===== config.mk =====
export PLATFORM = sky130hd
export DESIGN_NAME = i2camr_regs
export DESIGN_NICKNAME = d
export VERILOG_FILES = /design/src/i2camr_pkg.sv /design/src/i2camr_regs.sv
export SDC_FILE = /design/constraint.sdc
export NUM_CORES = 1
export LEC_CHECK = 0
export BUFFER_PORTS_ARGS = -buffer_cell sky130_fd_sc_hd__buf_2
export CORE_MARGIN = 2
export CORE_UTILIZATION = 55
export CTS_BUF_LIST = sky130_fd_sc_hd__clkbuf_2 sky130_fd_sc_hd__clkbuf_4 sky130_fd_sc_hd__clkbuf_8
export CTS_CLUSTER_DIAMETER = 80
export DETAILED_ROUTE_END_ITERATION = 16
export GPL_ROUTABILITY_DRIVEN = 0
export PLACE_DENSITY = 0.77
export SYNTH_ARGS = -nofsm -noshare
export SYNTH_HDL_FRONTEND = slang
export SYNTH_SLANG_ARGS = --single-unit

===== constraint.sdc =====
create_clock -name ref_clk_in -period 5.1 [get_ports ref_clk_in]
set_clock_uncertainty 0.2 [all_clocks]
set_input_delay 1.02 -clock ref_clk_in [delete_from_list [all_inputs] [get_ports ref_clk_in]]
set_output_delay 1.02 -clock ref_clk_in [all_outputs]
set_load 0.005 [all_outputs]

===== src/i2camr_pkg.sv =====
// Purpose: constants and state type of the i2c address, mask and irq-enable bank
// Assumes: 16-bit register port, word index addressing
// Notes: one packed struct carries all state of the bank
package i2camr_pkg;
    localparam int unsigned ADDR_W = 4;
    localparam int unsigned DATA_W = 16;
    localparam int unsigned SADDR_W = 10;
    localparam int unsigned NUM_OWN = 4;
    // register indices
    localparam logic [3:0] REG_CONTROL = 4'h0;
    localparam logic [3:0] REG_OWN_ADDR0 = 4'h1;
    localparam logic [3:0] REG_RX_ADDR = 4'h5;
    localparam logic [3:0] REG_ADDR_MASK = 4'h6;
    localparam logic [3:0] REG_TARGET = 4'h7;
    localparam logic [3:0] REG_IRQ_EN = 4'h8;
    localparam logic [3:0] REG_IRQ_FLAG = 4'h9;
    // control fields and own-address enable bit
    localparam int unsigned CTL_SOFT_RST_BIT = 0;
    localparam int unsigned CTL_MASTER_BIT = 1;
    localparam int unsigned CTL_TEN_BIT = 2;
    localparam int unsigned OWN_EN_BIT = 10;
    // interrupt bit positions, shared by enable and flag registers
    localparam int unsigned IRQ_RX0 = 0;
    localparam int unsigned IRQ_TX0 = 1;
    localparam int unsigned IRQ_START = 2;
    localparam int unsigned IRQ_STOP = 3;
    localparam int unsigned IRQ_ARB = 4;
    localparam int unsigned IRQ_NACK = 5;
    localparam int unsigned IRQ_BCNT = 6;
    localparam int unsigned IRQ_CLTO = 7;
    localparam int unsigned IRQ_RX1 = 8;
    localparam int unsigned IRQ_BIT9 = 14;
    // reset values and field masks
    localparam logic [2:0] CONTROL_RST = 3'h1;
    localparam logic [9:0] MASK_RST = 10'h3ff;
    localparam logic [9:0] SEVEN_BIT_FIELD = 10'h07f;
    localparam logic [15:0] IRQ_EN_RST = 16'h0000;
    localparam logic [15:0] IRQ_FLAG_RST = 16'h0002;
    localparam logic [15:0] IRQ_VALID = 16'h7fff;

    typedef struct packed {
        logic [2:0] control;
        logic [3:0][10:0] own_addr;
        logic [9:0] last_rx_address;
        logic [9:0] address_compare_mask;
        logic [9:0] target_address;
        logic [15:0] irq_en;
        logic [15:0] irq_flag;
        logic [3:0] frame_match;
        logic [3:0] addr_match;
        logic [9:0] target_out;
        logic [15:0] rd_data;
        logic irq;
    } i2camr_state_type;
endpackage


===== src/i2camr_regs.sv =====
// Purpose: address capture, address mask, target address and interrupt enables
// Assumes: protocol engine delivers one-cycle event pulses on ref_clk_in
// Notes: all outputs come from the state register
`timescale 1ns/10ps
module i2camr_regs (
    input wire logic ref_clk_in,
    input wire logic rst_in,
    input wire logic [3:0] reg_addr_in,
    input wire logic [15:0] reg_wdata_in,
    input wire logic reg_wr_in,
    input wire logic reg_rd_in,
    output logic [15:0] reg_rdata_out,
    input wire logic addr_seen_in,
    input wire logic [9:0] bus_addr_in,
    input wire logic rx_byte_in,
    input wire logic tx_empty_in,
    input wire logic start_seen_in,
    input wire logic stop_seen_in,
    input wire logic arb_lost_in,
    input wire logic no_ack_in,
    input wire logic byte_count_in,
    input wire logic clock_low_timeout_in,
    input wire logic ninth_bit_in,
    output logic [3:0] addr_match_out,
    output logic [9:0] target_address_out,
    output logic master_mode_out,
    output logic ten_bit_mode_out,
    output logic module_soft_reset_out,
    output logic irq_out
);

    ////////////////////////////////////////////////////////////////////////////////
    // state
    i2camr_pkg::i2camr_state_type s_q;
    i2camr_pkg::i2camr_state_type s_d;

    logic [9:0] cmp_mask;
    logic [3:0] hit;
    logic [15:0] set_ev;
    logic [15:0] clr_ev;
    logic [15:0] rd_word;
    logic soft_rst;
    logic master;
    logic ten_bit;

    assign soft_rst = s_q.control[i2camr_pkg::CTL_SOFT_RST_BIT];
    assign master = s_q.control[i2camr_pkg::CTL_MASTER_BIT];
    assign ten_bit = s_q.control[i2camr_pkg::CTL_TEN_BIT];

    ////////////////////////////////////////////////////////////////////////////////
    // address compare
    always_comb begin
        // seven-bit mode drops bits 9..7 from the compare
        if (ten_bit) begin
            cmp_mask = s_q.address_compare_mask;
        end else begin
            cmp_mask = s_q.address_compare_mask & i2camr_pkg::SEVEN_BIT_FIELD;
        end
        for (int i = 0; i < 4; i++) begin
            hit[i] = s_q.own_addr[i][i2camr_pkg::OWN_EN_BIT]
                && !soft_rst && !master && addr_seen_in
                && (((bus_addr_in ^ s_q.own_addr[i][9:0]) & cmp_mask) == 10'h000);
        end
    end

    ////////////////////////////////////////////////////////////////////////////////
    // event set terms
    always_comb begin
        set_ev = 16'h0000;
        set_ev[i2camr_pkg::IRQ_RX0] = rx_byte_in && !master && s_q.frame_match[0];
        set_ev[i2camr_pkg::IRQ_TX0] = tx_empty_in && (master || s_q.frame_match[0]);
        for (int i = 1; i < 4; i++) begin
            set_ev[i2camr_pkg::IRQ_RX1 + 2 * (i - 1)] =
                rx_byte_in && !master && s_q.frame_match[i];
            set_ev[i2camr_pkg::IRQ_RX1 + 2 * (i - 1) + 1] =
                tx_empty_in && !master && s_q.frame_match[i];
        end
        set_ev[i2camr_pkg::IRQ_START] = start_seen_in;
        set_ev[i2camr_pkg::IRQ_STOP] = stop_seen_in;
        set_ev[i2camr_pkg::IRQ_ARB] = arb_lost_in;
        set_ev[i2camr_pkg::IRQ_NACK] = no_ack_in && master;
        set_ev[i2camr_pkg::IRQ_BCNT] = byte_count_in;
        set_ev[i2camr_pkg::IRQ_CLTO] = clock_low_timeout_in;
        set_ev[i2camr_pkg::IRQ_BIT9] = ninth_bit_in;
        if (soft_rst) begin
            set_ev = 16'h0000;
        end
    end

    ////////////////////////////////////////////////////////////////////////////////
    // read mux
    always_comb begin
        rd_word = 16'h0000;
        unique case (reg_addr_in)
            i2camr_pkg::REG_CONTROL: begin
                rd_word = {13'h0000, s_q.control};
            end
            4'h1, 4'h2, 4'h3, 4'h4: begin
                rd_word = {5'h00, s_q.own_addr[2'(reg_addr_in - i2camr_pkg::REG_OWN_ADDR0)]};
            end
            i2camr_pkg::REG_RX_ADDR: begin
                rd_word = {6'h00, s_q.last_rx_address};
            end
            i2camr_pkg::REG_ADDR_MASK: begin
                rd_word = {6'h00, s_q.address_compare_mask};
            end
            i2camr_pkg::REG_TARGET: begin
                rd_word = {6'h00, s_q.target_address};
            end
            i2camr_pkg::REG_IRQ_EN: begin
                rd_word = s_q.irq_en & i2camr_pkg::IRQ_VALID;
            end
            i2camr_pkg::REG_IRQ_FLAG: begin
                rd_word = s_q.irq_flag & i2camr_pkg::IRQ_VALID;
            end
            default: begin
                rd_word = 16'h0000;
            end
        endcase
    end

    ////////////////////////////////////////////////////////////////////////////////
    // next state
    always_comb begin
        s_d = s_q;
        clr_ev = 16'h0000;
        // register writes
        if (reg_wr_in) begin
            unique case (reg_addr_in)
                i2camr_pkg::REG_CONTROL: begin
                    s_d.control = reg_wdata_in[2:0];
                end
                4'h1, 4'h2, 4'h3, 4'h4: begin
                    s_d.own_addr[2'(reg_addr_in - i2camr_pkg::REG_OWN_ADDR0)] =
                        reg_wdata_in[10:0];
                end
                i2camr_pkg::REG_ADDR_MASK: begin
                    if (soft_rst) begin
                        s_d.address_compare_mask = reg_wdata_in[9:0];
                    end
                end
                i2camr_pkg::REG_TARGET: begin
                    s_d.target_address = reg_wdata_in[9:0];
                end
                i2camr_pkg::REG_IRQ_EN: begin
                    s_d.irq_en = reg_wdata_in & i2camr_pkg::IRQ_VALID;
                end
                i2camr_pkg::REG_IRQ_FLAG: begin
                    clr_ev = reg_wdata_in;
                end
                default: begin
                    s_d.control = s_q.control;
                end
            endcase
        end
        // address capture and frame tracking
        if (addr_seen_in && !soft_rst) begin
            s_d.last_rx_address = bus_addr_in;
            s_d.frame_match = hit;
        end
        if (stop_seen_in || soft_rst) begin
            s_d.frame_match = 4'h0;
        end
        s_d.addr_match = hit;
        // sticky flags, set wins over write-one-clear
        s_d.irq_flag = ((s_q.irq_flag & ~clr_ev) | set_ev) & i2camr_pkg::IRQ_VALID;
        // target address presented to the master engine
        if (s_d.control[i2camr_pkg::CTL_MASTER_BIT]) begin
            if (s_d.control[i2camr_pkg::CTL_TEN_BIT]) begin
                s_d.target_out = s_d.target_address;
            end else begin
                s_d.target_out = s_d.target_address & i2camr_pkg::SEVEN_BIT_FIELD;
            end
        end else begin
            s_d.target_out = 10'h000;
        end
        // gated interrupt request
        s_d.irq = |(s_d.irq_flag & s_d.irq_en);
        s_d.rd_data = reg_rd_in ? rd_word : 16'h0000;
    end

    ////////////////////////////////////////////////////////////////////////////////
    // state register
    always_ff @(posedge ref_clk_in or posedge rst_in) begin
        if (rst_in) begin
            s_q.control <= i2camr_pkg::CONTROL_RST;
            s_q.own_addr <= '0;
            s_q.last_rx_address <= 10'h000;
            s_q.address_compare_mask <= i2camr_pkg::MASK_RST;
            s_q.target_address <= 10'h000;
            s_q.irq_en <= i2camr_pkg::IRQ_EN_RST;
            s_q.irq_flag <= i2camr_pkg::IRQ_FLAG_RST;
            s_q.frame_match <= 4'h0;
            s_q.addr_match <= 4'h0;
            s_q.target_out <= 10'h000;
            s_q.rd_data <= 16'h0000;
            s_q.irq <= 1'b0;
        end else begin
            s_q <= s_d;
        end
    end

    ////////////////////////////////////////////////////////////////////////////////
    // outputs
    assign reg_rdata_out = s_q.rd_data;
    assign addr_match_out = s_q.addr_match;
    assign target_address_out = s_q.target_out;
    assign master_mode_out = master;
    assign ten_bit_mode_out = ten_bit;
    assign module_soft_reset_out = soft_rst;
    assign irq_out = s_q.irq;
endmodule


# Word-level counts from Yosys, hierarchy flattened
# Cells that the tools add are included.
# totals
ff_bits	143
output_inout_bits	34
word_cells	105
# classes
n_addsub	1
n_lt_le_gt_ge	2
n_eq_ne	9
mux	21
bitwise_logic	12
n_reduce_logical	44
# ops
op	n
$pmux 15 s7	1
$mux 47	1
$mux 15	3
$bwmux 44	1
$mux 44	1
$and 10x10->10	4
$logic_not 10->1	4
$mux 10	4
$xor 10x10->10	4
$mux 16	2
$logic_and 1x1->1	29
$mux 26	1
$bmux 11 s2	1
$demux 11 s2	1
$mux 11	2
$and 15x16->16	1
$eq 4x3->1 const B	4
$reduce_or 16->1	1
$and 15x15->15	1
$not 15->15	1
$or 15x15->15	1
$eq 4x2->1 const B	2
$eq 4x4->1 const B	2
$mux 4	2
12 further kinds	15

# Longest topological paths before layout
# Gate-level depths: netlist of the first run.
# depth
word_depth	10
ltp_mapped	9
depth_no_buf	7

# Worst setup path after synthesis of the first run
# No wires, ideal clock.
# synth_timing
kind	input to register
startpoint	input port reg_addr_in[0]
endpoint	register s_q, in the netlist reg_rdata_out[0]
setup_ps	132
arrival_ps	3241
t_required_ps	4768
setup_slack_ps	1527
cell_stages	7
path_cell_list	buf_1 inv_1 ha_1 buf_1 mux4_2 a221oi_1 nor2_1
# synth_lines
element	line_no	rtl
start: declaration	i2camr_regs.sv:8	input wire logic [3:0] reg_addr_in,
end: declaration	i2camr_regs.sv:34	i2camr_pkg::i2camr_state_type s_q;

==> results.sh, run 1 <==
export IMPL_synthesis_instances=586
export IMPL_finalPower_mw=3.239
export IMPL_grt_usage=0.2820
export IMPL_dpl_hpwl_mm=12.66
export IMPL_cts_tree="done"
export IMPL_finalSetupViolCount=0
export IMPL_nets=669
export IMPL_syn_avg_cell_area_um2=11.95
export IMPL_finalHoldViolations=0
export IMPL_wl_per_cell_um=22.50
export IMPL_critPathMaxFanout=15
export IMPL_ys_top_cells_by_area="dfrtp_1, mux2_2, xor2_1"
export IMPL_drt_initial_drc_count=580
export IMPL_synth_top_area_frac=0.4608
export IMPL_path_cells="buf_2 > ha_1 > nor2_1 > a221oi_4 > nand3_2 > mux2_2"
export IMPL_powerDensity_mw_per_mm2=420.0
export IMPL_wl_mm=18.07
export IMPL_grt_start_max_net_pins=112
export IMPL_dp_cells=771
export IMPL_worst_path_buf_inv=1
export IMPL_synth_fp_nets=637
export IMPL_worstReg2RegStart="module_soft_reset_out"
export IMPL_worst_path_dominant_cell_family="compound AO/OA/AOI/OAI gates"
export IMPL_hold_depth=1
export IMPL_hold_end="s_q[93]"
export IMPL_root_buffer="clkbuf_8"
export IMPL_io_buffers=75
export IMPL_initial_core_util=0.5597
export IMPL_setup_ws_ns=1.316
export IMPL_synthFlopType="dfrtp_1"
export IMPL_required_ns=5.25
export IMPL_irDropWorstVdd_mv=0.2397
export IMPL_ys_seq_elements=141
export IMPL_critPathLaunchType="input pin"
export IMPL_h_tree_depth=4
export IMPL_layoutNonFillerInstCount=803
export IMPL_antenna_cells=0
export IMPL_yosys_warnings=0
export IMPL_die_w_um=116.9
export IMPL_drc_errors=0
export IMPL_slew_violations=0
export IMPL_vias_per_cell=6.182
export IMPL_syn_area_mm2=0.007005
export IMPL_pre_cts_slack_ns=0.9234
export IMPL_die_area_mm2=0.01366
export IMPL_worstMarginPinSlew_ns=1.239
export IMPL_syn_to_final_growth_pct=10.07
export IMPL_cts_buffers=17
export IMPL_clk_pin_slew_ns=0.08
export IMPL_vias=4964
export IMPL_cts_sinks=141
export IMPL_cts_setup_buffers=0
export IMPL_worstHoldStart="s_q[93]"
export IMPL_rsz0062_at_grt="no"
export IMPL_seq_area_frac_synth=0.5058
export IMPL_criticalPathCategory="input pin to register"
export IMPL_maxSlewHeadroom=0.1525
export IMPL_grt_pass1_vias=5077
export IMPL_fmax_ghz=0.2643
export IMPL_ff2ff_path_depth=5
export IMPL_grt_antenna_before_repair=0
export IMPL_critPathCaptureType="register"
export IMPL_holdBufCountCts=0
export IMPL_final_period_utilization=0.7420
export IMPL_fp_coreArea_mm2=0.01252
export IMPL_synth_edf_count=0
export IMPL_ios=78
export IMPL_grt_first_pass_wirelength_mm=27.85
export IMPL_clk_latency_ns=0.46
export IMPL_synth_most_common_cell="dfrtp_1"
export IMPL_yosysTopAreaCell="dfrtp_1"
export IMPL_clockBufferDepth=2
export IMPL_min_path_type="register to register"
export IMPL_slowest_delay_ns=0.74
export IMPL_synthArstFlopShare=1.000
export IMPL_maxCapViolations=0
export IMPL_ant_nets=0
export IMPL_reg2reg_slack_ns=1.92
export IMPL_critPathArrivalTime_ns=3.93
export IMPL_ys_top_cells_by_count="dfrtp_1, mux2_2, nand2_1"
export IMPL_reg2reg_to="s_q[31]"
export IMPL_grt_overflow=0
export IMPL_min_period_ns=3.784
export IMPL_holdWs_ns=0.3156
export IMPL_power_leakage_nw=3.500
export IMPL_layout_drive_gt1_share=0.3455
export IMPL_fin_tns_setup_ns=0
export IMPL_die_h_um=116.9
export IMPL_status="finished, final reports clean"
export IMPL_ys_types=53
export IMPL_rows=41
export IMPL_first_pass_iters=5
export IMPL_cpMaxStageDelayCell="a221oi_4"
export IMPL_cts_resized=0
placed cells by master, fill, tap and decap left out, drive strengths merged, types with 12 or more instances in the layout:
| cell type | n |
|---|---|
| inv | 15 |
| nor2 | 17 |
| o21ai | 30 |
| dfrtp | 129 |
| mux2 | 69 |
| a22oi | 14 |
| dfstp | 12 |
| buf | 77 |
| nand3 | 12 |
| nand2 | 46 |
| clkbuf | 18 |
| xor2 | 37 |
| nor2b | 17 |
cell families (layout without fill, tap and decap cells):
logic type / count (synthesis) / count (layout) / synth area share
mux: 82 / 82 / 0.1491
other cells: 1 / 1 / 0.0005353
buf+inv: 77 / 122 / 0.06055
simple gates: 124 / 124 / 0.09627
fa+ha+maj: 7 / 7 / 0.01250
xor+xnor: 40 / 40 / 0.05001
flops: 141 / 141 / 0.5058
compound gates: 114 / 114 / 0.1252
stage by stage:
| stage | utilization | area [µm²] |
|---|---|---|
| 2_1_floorplan | - | 7005 |
| 3_3_place_gp | 0.5791 | 7248 |
| 3_5_place_dp | 0.5791 | 7248 |
| 4_1_cts | 0.6161 | 7711 |
| 5_1_grt | 0.6161 | 7711 |
| 6_report | 0.6161 | 7711 |
worst max path at each step:
stage,start,to,depth (start not counted)
2_1_floorplan,rst_in,async pin,1
3_3_place_gp,reg_addr_in[0],register,6
3_5_place_dp,reg_addr_in[0],register,6
4_1_cts,reg_addr_in[0],register,6
5_1_grt,reg_addr_in[0],register,6
6_report,reg_addr_in[0],register,6
layout make-up:
cell class / instances / area, µm²
tap: 172 / 215.2
clock buffer: 18 / 247.7
sequential: 141 / 3543
inverter: 13 / 53.80
timing repair buffer: 77 / 390.4
fill: 1034 / 4806
multi-input combinational: 368 / 3045
clock inverter: 14 / 215.2
report_power, final:
group	switching, mW	internal, mW
registers	0.195	1.35
logic	0.327	0.326
clock network	0.445	0.596
total	0.968	2.27
metal layers:
layer / vias to the layer above / share of wire / track usage
met5: - / 0.0029 / 0.02963
met4: 2 / 0.030 / 0.1169
met3: 53 / 0.076 / 0.06025
met2: 245 / 0.49 / 0.4566
met1: 2518 / 0.40 / 0.3702
li1: 2146 / - / -
(Power assumes the default switching activity.)
==> run 2, diff against run 1 <==
--- a/config.mk
+++ b/config.mk
@@ -5,6 +5,7 @@
 export SDC_FILE = /design/constraint.sdc
 export NUM_CORES = 1
 export LEC_CHECK = 0
+export ABC_AREA = 1
 export BUFFER_PORTS_ARGS = -buffer_cell sky130_fd_sc_hd__buf_2
 export CORE_MARGIN = 2
 export CORE_UTILIZATION = 55
@@ -12,7 +13,7 @@
 export CTS_CLUSTER_DIAMETER = 80
 export DETAILED_ROUTE_END_ITERATION = 16
 export GPL_ROUTABILITY_DRIVEN = 0
-export PLACE_DENSITY = 0.77
+export PLACE_DENSITY = 0.76
 export SYNTH_ARGS = -nofsm -noshare
 export SYNTH_HDL_FRONTEND = slang
 export SYNTH_SLANG_ARGS = --single-unit
==> constraint.sdc (replaced) <==
create_clock -name ref_clk_in -period 3.1 [get_ports ref_clk_in]
set_clock_uncertainty 0.2 [all_clocks]
set_input_delay 0.62 -clock ref_clk_in [delete_from_list [all_inputs] [get_ports ref_clk_in]]
set_output_delay 0.62 -clock ref_clk_in [all_outputs]
set_load 0.005 [all_outputs]
==> run 2 against run 1 <==
Hold slack got worse by 0.16 ns. Largest power group unchanged. Utilization decreased by 0.41 points. Via count increased by 25%. Flip-flop and latch count unchanged.
==> results.sh, run 2 <==
export IMPL_ios=78
export IMPL_status="finished, final reports clean"
export IMPL_io_buffers=75
export IMPL_fin_tns_setup_ns=0
export IMPL_grt_pass1_vias=5732
export IMPL_critPathCaptureType="register"
export IMPL_final_util=0.6120
export IMPL_criticalPathCategory="input pin to register"
export IMPL_dpl_hpwl_mm=13.70
export IMPL_reg2reg_slack_ns=0.89
export IMPL_power_leakage_nw=4.087
export IMPL_ys_top_cells_by_area="dfrtp_1, nand2_1, o21ai_0"
export IMPL_worst_path_dominant_cell_family="compound AO/OA/AOI/OAI gates"
export IMPL_rsz0062_at_grt="no"
export IMPL_crit_path_frequent_cell="o21ai_0"
export IMPL_die_w_um=119.0
export IMPL_synthesis_instances=918
export IMPL_grt_antenna_before_repair=0
export IMPL_cts_tree="done"
export IMPL_initial_core_util=0.5563
export IMPL_root_buffer="clkbuf_8"
export IMPL_cts_buffers=17
export IMPL_synth_top_area_frac=0.4435
export IMPL_syn_area_mm2=0.007279
export IMPL_grt_overflow=0
export IMPL_seq_area_frac_synth=0.4868
export IMPL_drc_errors=0
export IMPL_synthArstFlopShare=1.000
export IMPL_worst_path_buf_inv=2
export IMPL_synthFlopType="dfrtp_1"
export IMPL_antenna_cells=0
export IMPL_maxCapViolations=0
export IMPL_h_tree_depth=4
export IMPL_rows=42
export IMPL_worstReg2RegStart="module_soft_reset_out"
export IMPL_final_cell_mix="nand2_1, dfrtp_1, o21ai_0"
export IMPL_yosys_warnings=0
export IMPL_yosysTopAreaCell="dfrtp_1"
export IMPL_cts_sinks=141
export IMPL_synth_fp_nets=969
export IMPL_finalHoldViolations=0
export IMPL_layout_drive_gt1_share=0.1785
export IMPL_syn_to_final_growth_pct=10.00
export IMPL_irDropWorstVdd_mv=0.4619
export IMPL_grt_start_max_net_pins=142
export IMPL_clockBufferDepth=2
export IMPL_grt_first_pass_wirelength_mm=30.19
export IMPL_critPathLaunchType="input pin"
export IMPL_die_h_um=119.0
export IMPL_maxSlewHeadroom=0.4908
export IMPL_critPathArrivalTime_ns=2.54
export IMPL_wl_mm=18.99
export IMPL_drt_initial_drc_count=774
export IMPL_critPathMaxFanout=20
export IMPL_wl_per_cell_um=16.50
export IMPL_slew_violations=0
export IMPL_required_ns=3.20
export IMPL_fp_coreArea_mm2=0.01309
export IMPL_ys_types=41
export IMPL_path_cells="buf_2 > inv_1 > ha_1 > o21ai_0 > o21ai_0 > nand2_1 > a21oi_1"
export IMPL_fmax_ghz=0.4103
export IMPL_ff2ff_path_depth=8
export IMPL_reg2reg_to="addr_match_out[0]"
export IMPL_slowest_delay_ns=0.75
export IMPL_cts_setup_buffers=0
export IMPL_nets=1013
export IMPL_min_period_ns=2.437
export IMPL_clk_latency_ns=0.46
export IMPL_synth_most_common_cell="nand2_1"
export IMPL_mostFrequentLayoutCell="nand2_1"
export IMPL_holdBufCountCts=0
export IMPL_min_path_type="input pin to async pin"
export IMPL_synth_edf_count=0
export IMPL_ant_nets=0
export IMPL_cts_resized=0
export IMPL_ys_seq_elements=141
export IMPL_ys_top_cells_by_count="nand2_1, dfrtp_1, o21ai_0"
export IMPL_worstMarginPinSlew_ns=0.7638
export IMPL_finalSetupViolCount=0
export IMPL_grt_usage=0.2787
export IMPL_clk_pin_slew_ns=0.07
export IMPL_finalPower_mw=5.017
export IMPL_vias=6218
export IMPL_powerDensity_mw_per_mm2=626.5
export IMPL_die_area_mm2=0.01417
export IMPL_cpMaxStageDelayCell="ha_1"
export IMPL_first_pass_iters=5
export IMPL_syn_avg_cell_area_um2=7.930
export IMPL_vias_per_cell=5.402
export IMPL_final_period_utilization=0.7861
-- run 2: logic make-up (layout without fill, tap and decap cells) --
group / after synthesis / in the layout / share of synthesized area
DFF: 141 / 141 / 0.4868
and+or+nand+nor: 400 / 400 / 0.2319
AOI/OAI and AO/OA: 206 / 206 / 0.1459
xor gates and xnor gates: 7 / 7 / 0.008422
adders and majority gates: 7 / 7 / 0.01203
other: 1 / 1 / 0.0005151
buffers and inverters: 145 / 202 / 0.09831
muxes: 11 / 11 / 0.01616
-- run 2: worst max path at each step --
stage	slack, ns	cells after the start	from	to
2_1_floorplan	0.53	1	rst_in	async pin
3_3_place_gp	0.33	11	reg_addr_in[1]	irq_out
3_5_place_dp	0.30	11	reg_addr_in[1]	irq_out
4_1_cts	0.76	11	reg_addr_in[1]	irq_out
5_1_grt	0.55	11	reg_addr_in[1]	irq_out
6_report	0.66	7	reg_addr_in[1]	reg_rdata_out[0]
-- run 2: worst register-to-register path, cell delays in order, from the launching register on --
cell and delay, ns:
dfstp_2 0.41, clkinv_1 0.05, buf_4 0.21, nand2_2 0.27, nor2_1 0.32, nand2_1 0.11, nor3_1 0.25, nand4_1 0.11
nor2_1 0.17
-- run 2: where the power goes --
| part | internal, mW | leakage, nW | switching, mW |
|---|---|---|---|
| Combinational | 0.399 | 2.10 | 0.692 |
| Sequential | 2.18 | 1.77 | 0.238 |
| Clock | 0.830 | 0.217 | 0.673 |
| Total | 3.41 | 4.09 | 1.60 |
-- run 2: layout make-up --
cell class | instances | area (µm²)
timing repair buffer | 94 | 530.5
inverter | 76 | 289.0
multi-input combinational | 632 | 3020
clock buffer | 25 | 319.1
tap | 176 | 220.2
sequential | 141 | 3543
clock inverter | 7 | 85.08
fill | 1167 | 5077
-- run 2: metrics by stage --
step	hold WS, ns	cells	area [µm²]	setup WS, ns
finish	0.1598	1151	8008	0.6630
global route	0.1982	1151	8008	0.5455
CTS	0.1881	1151	8008	0.7617
detailed placement	0.2735	1119	7604	0.2968
global placement	0.2718	1119	7604	0.3261
floorplan	0.2534	918	7283	0.5267
-- run 2: per-layer routing --
layer,up-vias,wire length [µm],global-route usage
met5,-,0,0
met4,0,346,0.09524
met3,27,1207,0.04789
met2,243,8752,0.4285
met1,2918,8686,0.4019
li1,3030,-,-
==> run 3, diff against run 2 <==
--- a/config.mk
+++ b/config.mk
@@ -5,15 +5,15 @@
 export SDC_FILE = /design/constraint.sdc
 export NUM_CORES = 1
 export LEC_CHECK = 0
-export ABC_AREA = 1
+export ABC_AREA = 0
 export BUFFER_PORTS_ARGS = -buffer_cell sky130_fd_sc_hd__buf_2
 export CORE_MARGIN = 2
-export CORE_UTILIZATION = 55
+export CORE_UTILIZATION = 61
 export CTS_BUF_LIST = sky130_fd_sc_hd__clkbuf_2 sky130_fd_sc_hd__clkbuf_4 sky130_fd_sc_hd__clkbuf_8
 export CTS_CLUSTER_DIAMETER = 80
 export DETAILED_ROUTE_END_ITERATION = 16
 export GPL_ROUTABILITY_DRIVEN = 0
-export PLACE_DENSITY = 0.76
+export PLACE_DENSITY = 0.81
 export SYNTH_ARGS = -nofsm -noshare
 export SYNTH_HDL_FRONTEND = slang
 export SYNTH_SLANG_ARGS = --single-unit
==> constraint.sdc (replaced) <==
create_clock -name ref_clk_in -period 2.45 [get_ports ref_clk_in]
set_clock_uncertainty 0.2 [all_clocks]
set_input_delay 0.49 -clock ref_clk_in [delete_from_list [all_inputs] [get_ports ref_clk_in]]
set_output_delay 0.49 -clock ref_clk_in [all_outputs]
set_load 0.005 [all_outputs]
==> run 3 against run 2 <==
Combinational power grew 35%. Global-route usage increased by 3.5 points. Routed wire length shrank 1.9%. Critical path type is now register to register. Critical endpoint is now irq_out. Largest cell class unchanged.
==> results.sh, run 3 (same netlist as run 1, synthesis figures left out) <==
export IMPL_nets=714
export IMPL_grt_start_max_net_pins=84
export IMPL_finalSetupViolCount=0
export IMPL_wl_met2_mm=8.707
export IMPL_layout_drive_gt1_share=0.3896
export IMPL_cts_resized=0
export IMPL_initial_core_util=0.6188
export IMPL_dp_cells=786
export IMPL_min_path_type="input pin to register"
export IMPL_dpl_cell_area_mm2=0.007679
export IMPL_cpMaxStageDelayCell="dfstp_2"
export IMPL_drc_errors=0
export IMPL_power_leakage_nw=3.781
export IMPL_wl_per_cell_um=22.78
export IMPL_fmax_ghz=0.4565
export IMPL_met3_length_mm=1.974
export IMPL_grt_antenna_before_repair=0
export IMPL_criticalPathCategory="register to register"
export IMPL_fp_coreArea_mm2=0.01132
export IMPL_finalPower_mw=6.973
export IMPL_syn_to_final_growth_pct=16.72
export IMPL_critPathCaptureType="register"
export IMPL_critPathLaunchType="register"
export IMPL_maxSlewHeadroom=0.6204
export IMPL_powerDensity_mw_per_mm2=852.8
export IMPL_mostFrequentLayoutCell="dfrtp_1"
export IMPL_clockBufferDepth=2
export IMPL_wl_mm=18.64
export IMPL_dpl_hpwl_mm=13.21
export IMPL_required_ns=2.58
export IMPL_rows=39
export IMPL_die_w_um=111.2
export IMPL_wl_met1_mm=7.214
export IMPL_vias=5203
export IMPL_irDropWorstVdd_mv=0.7747
export IMPL_ios=78
export IMPL_grt_pass1_vias=5279
export IMPL_finalHoldViolations=0
export IMPL_grt_usage=0.3136
export IMPL_clk_pin_slew_ns=0.08
export IMPL_cts_sinks=141
export IMPL_vias_per_cell=6.361
export IMPL_clk_latency_ns=0.46
export IMPL_status="finished, final reports clean"
export IMPL_num_fill_cells=757
export IMPL_antenna_cells=0
export IMPL_drt_initial_drc_count=647
export IMPL_min_period_ns=2.190
export IMPL_critPathMaxFanout=10
export IMPL_cts_buffers=17
export IMPL_grt_first_pass_wirelength_mm=29.17
export IMPL_maxCapViolations=0
export IMPL_fin_area_mm2=0.008177
export IMPL_slowest_delay_ns=0.63
export IMPL_layoutNonFillerInstCount=818
export IMPL_worstMarginPinSlew_ns=0.5650
export IMPL_first_pass_iters=8
export IMPL_die_area_mm2=0.01236
export IMPL_top_layer="met4"
export IMPL_root_buffer="clkbuf_8"
export IMPL_ant_nets=0
export IMPL_rsz0062_at_grt="no"
export IMPL_die_h_um=111.2
export IMPL_path_cells="inv_1 > a221o_1 > a22o_1 > nor4_1 > nand3b_1"
export IMPL_final_cell_mix="dfrtp_1, buf_2, mux2_2"
export IMPL_critPathArrivalTime_ns=2.32
export IMPL_slew_violations=0
export IMPL_h_tree_depth=4
export IMPL_cts_tree="done"
export IMPL_final_period_utilization=0.8940
export IMPL_grt_overflow=0
export IMPL_io_buffers=75
==> run 3: worst max-delay path, delay by kind of cell (launching register included) <==
kind / cells / cell delay (ns)
buffers and inverters: 1 / 0.19
and+or+nand+nor: 2 / 0.39
DFF: 1 / 0.63
AOI/OAI and AO/OA: 2 / 0.64
==> run 3: final cells by class <==
type / count / area [µm²] / area share
Inverter: 13 / 52.55 / 0.006427
Multi-Input combinational cell: 368 / 3058 / 0.3740
Sequential cell: 141 / 3543 / 0.4334
Timing Repair Buffer: 122 / 855.8 / 0.1047
Clock inverter: 11 / 212.7 / 0.02601
Clock buffer: 20 / 275.3 / 0.03366
Tap cell: 143 / 178.9 / 0.02188
==> run 3: metal layers <==
| layer | vias to the layer above | global-route usage |
|---|---|---|
| met4 | 0 | 0.1366 |
| met1 | 2543 | 0.4033 |
| met5 | - | 0 |
| li1 | 2243 | - |
| met3 | 71 | 0.09841 |
| met2 | 346 | 0.4939 |
==> run 3: report_power, final <==
group	switching, mW	internal [mW]	leakage (nW)	total, mW
registers	0.418	2.81	1.73	3.23
logic	0.724	0.750	1.80	1.47
clock network	0.885	1.39	0.249	2.27
total	2.03	4.95	3.78	6.97
==> run 3: metrics by stage <==
stage / setup WS (ns) / util / hold WS (ns) / TNS [ns]
global route: 0.1736 / 0.7223 / 0.07021 / 0
finish: 0.2596 / 0.7223 / 0.08828 / 0
CTS: 0.2837 / 0.7223 / 0.07545 / 0
global placement: -0.09071 / 0.6783 / 0.2839 / -2.680
detailed placement: -0.1631 / 0.6783 / 0.2946 / -5.012
floorplan: 0.006715 / - / 0.2602 / 0
==> run 3: final timing paths <==
| kind | startpoint | endpoint | slack [ns] | cells past startpoint |
|---|---|---|---|---|
| worst max-delay path | module_soft_reset_out | irq_out | 0.26 | 5 |
| worst min-delay path | reg_wdata_in[3] | s_q[80] | 0.09 | 2 |
| worst max register to register | module_soft_reset_out | irq_out | 0.26 | 5 |
| worst min register to register | s_q[94] | s_q[94] | 0.32 | 1 |
| max in group asynchronous | rst_in | s_q[85] | 1.13 | 4 |
| min in group asynchronous | rst_in | reg_rdata_out[1] | 0.48 | 4 |
==> run 3: what timing repair did <==
item,CTS,global route
hold buffers,1,0
buffers inserted,0,0
endpoints found under the hold margin,58,0
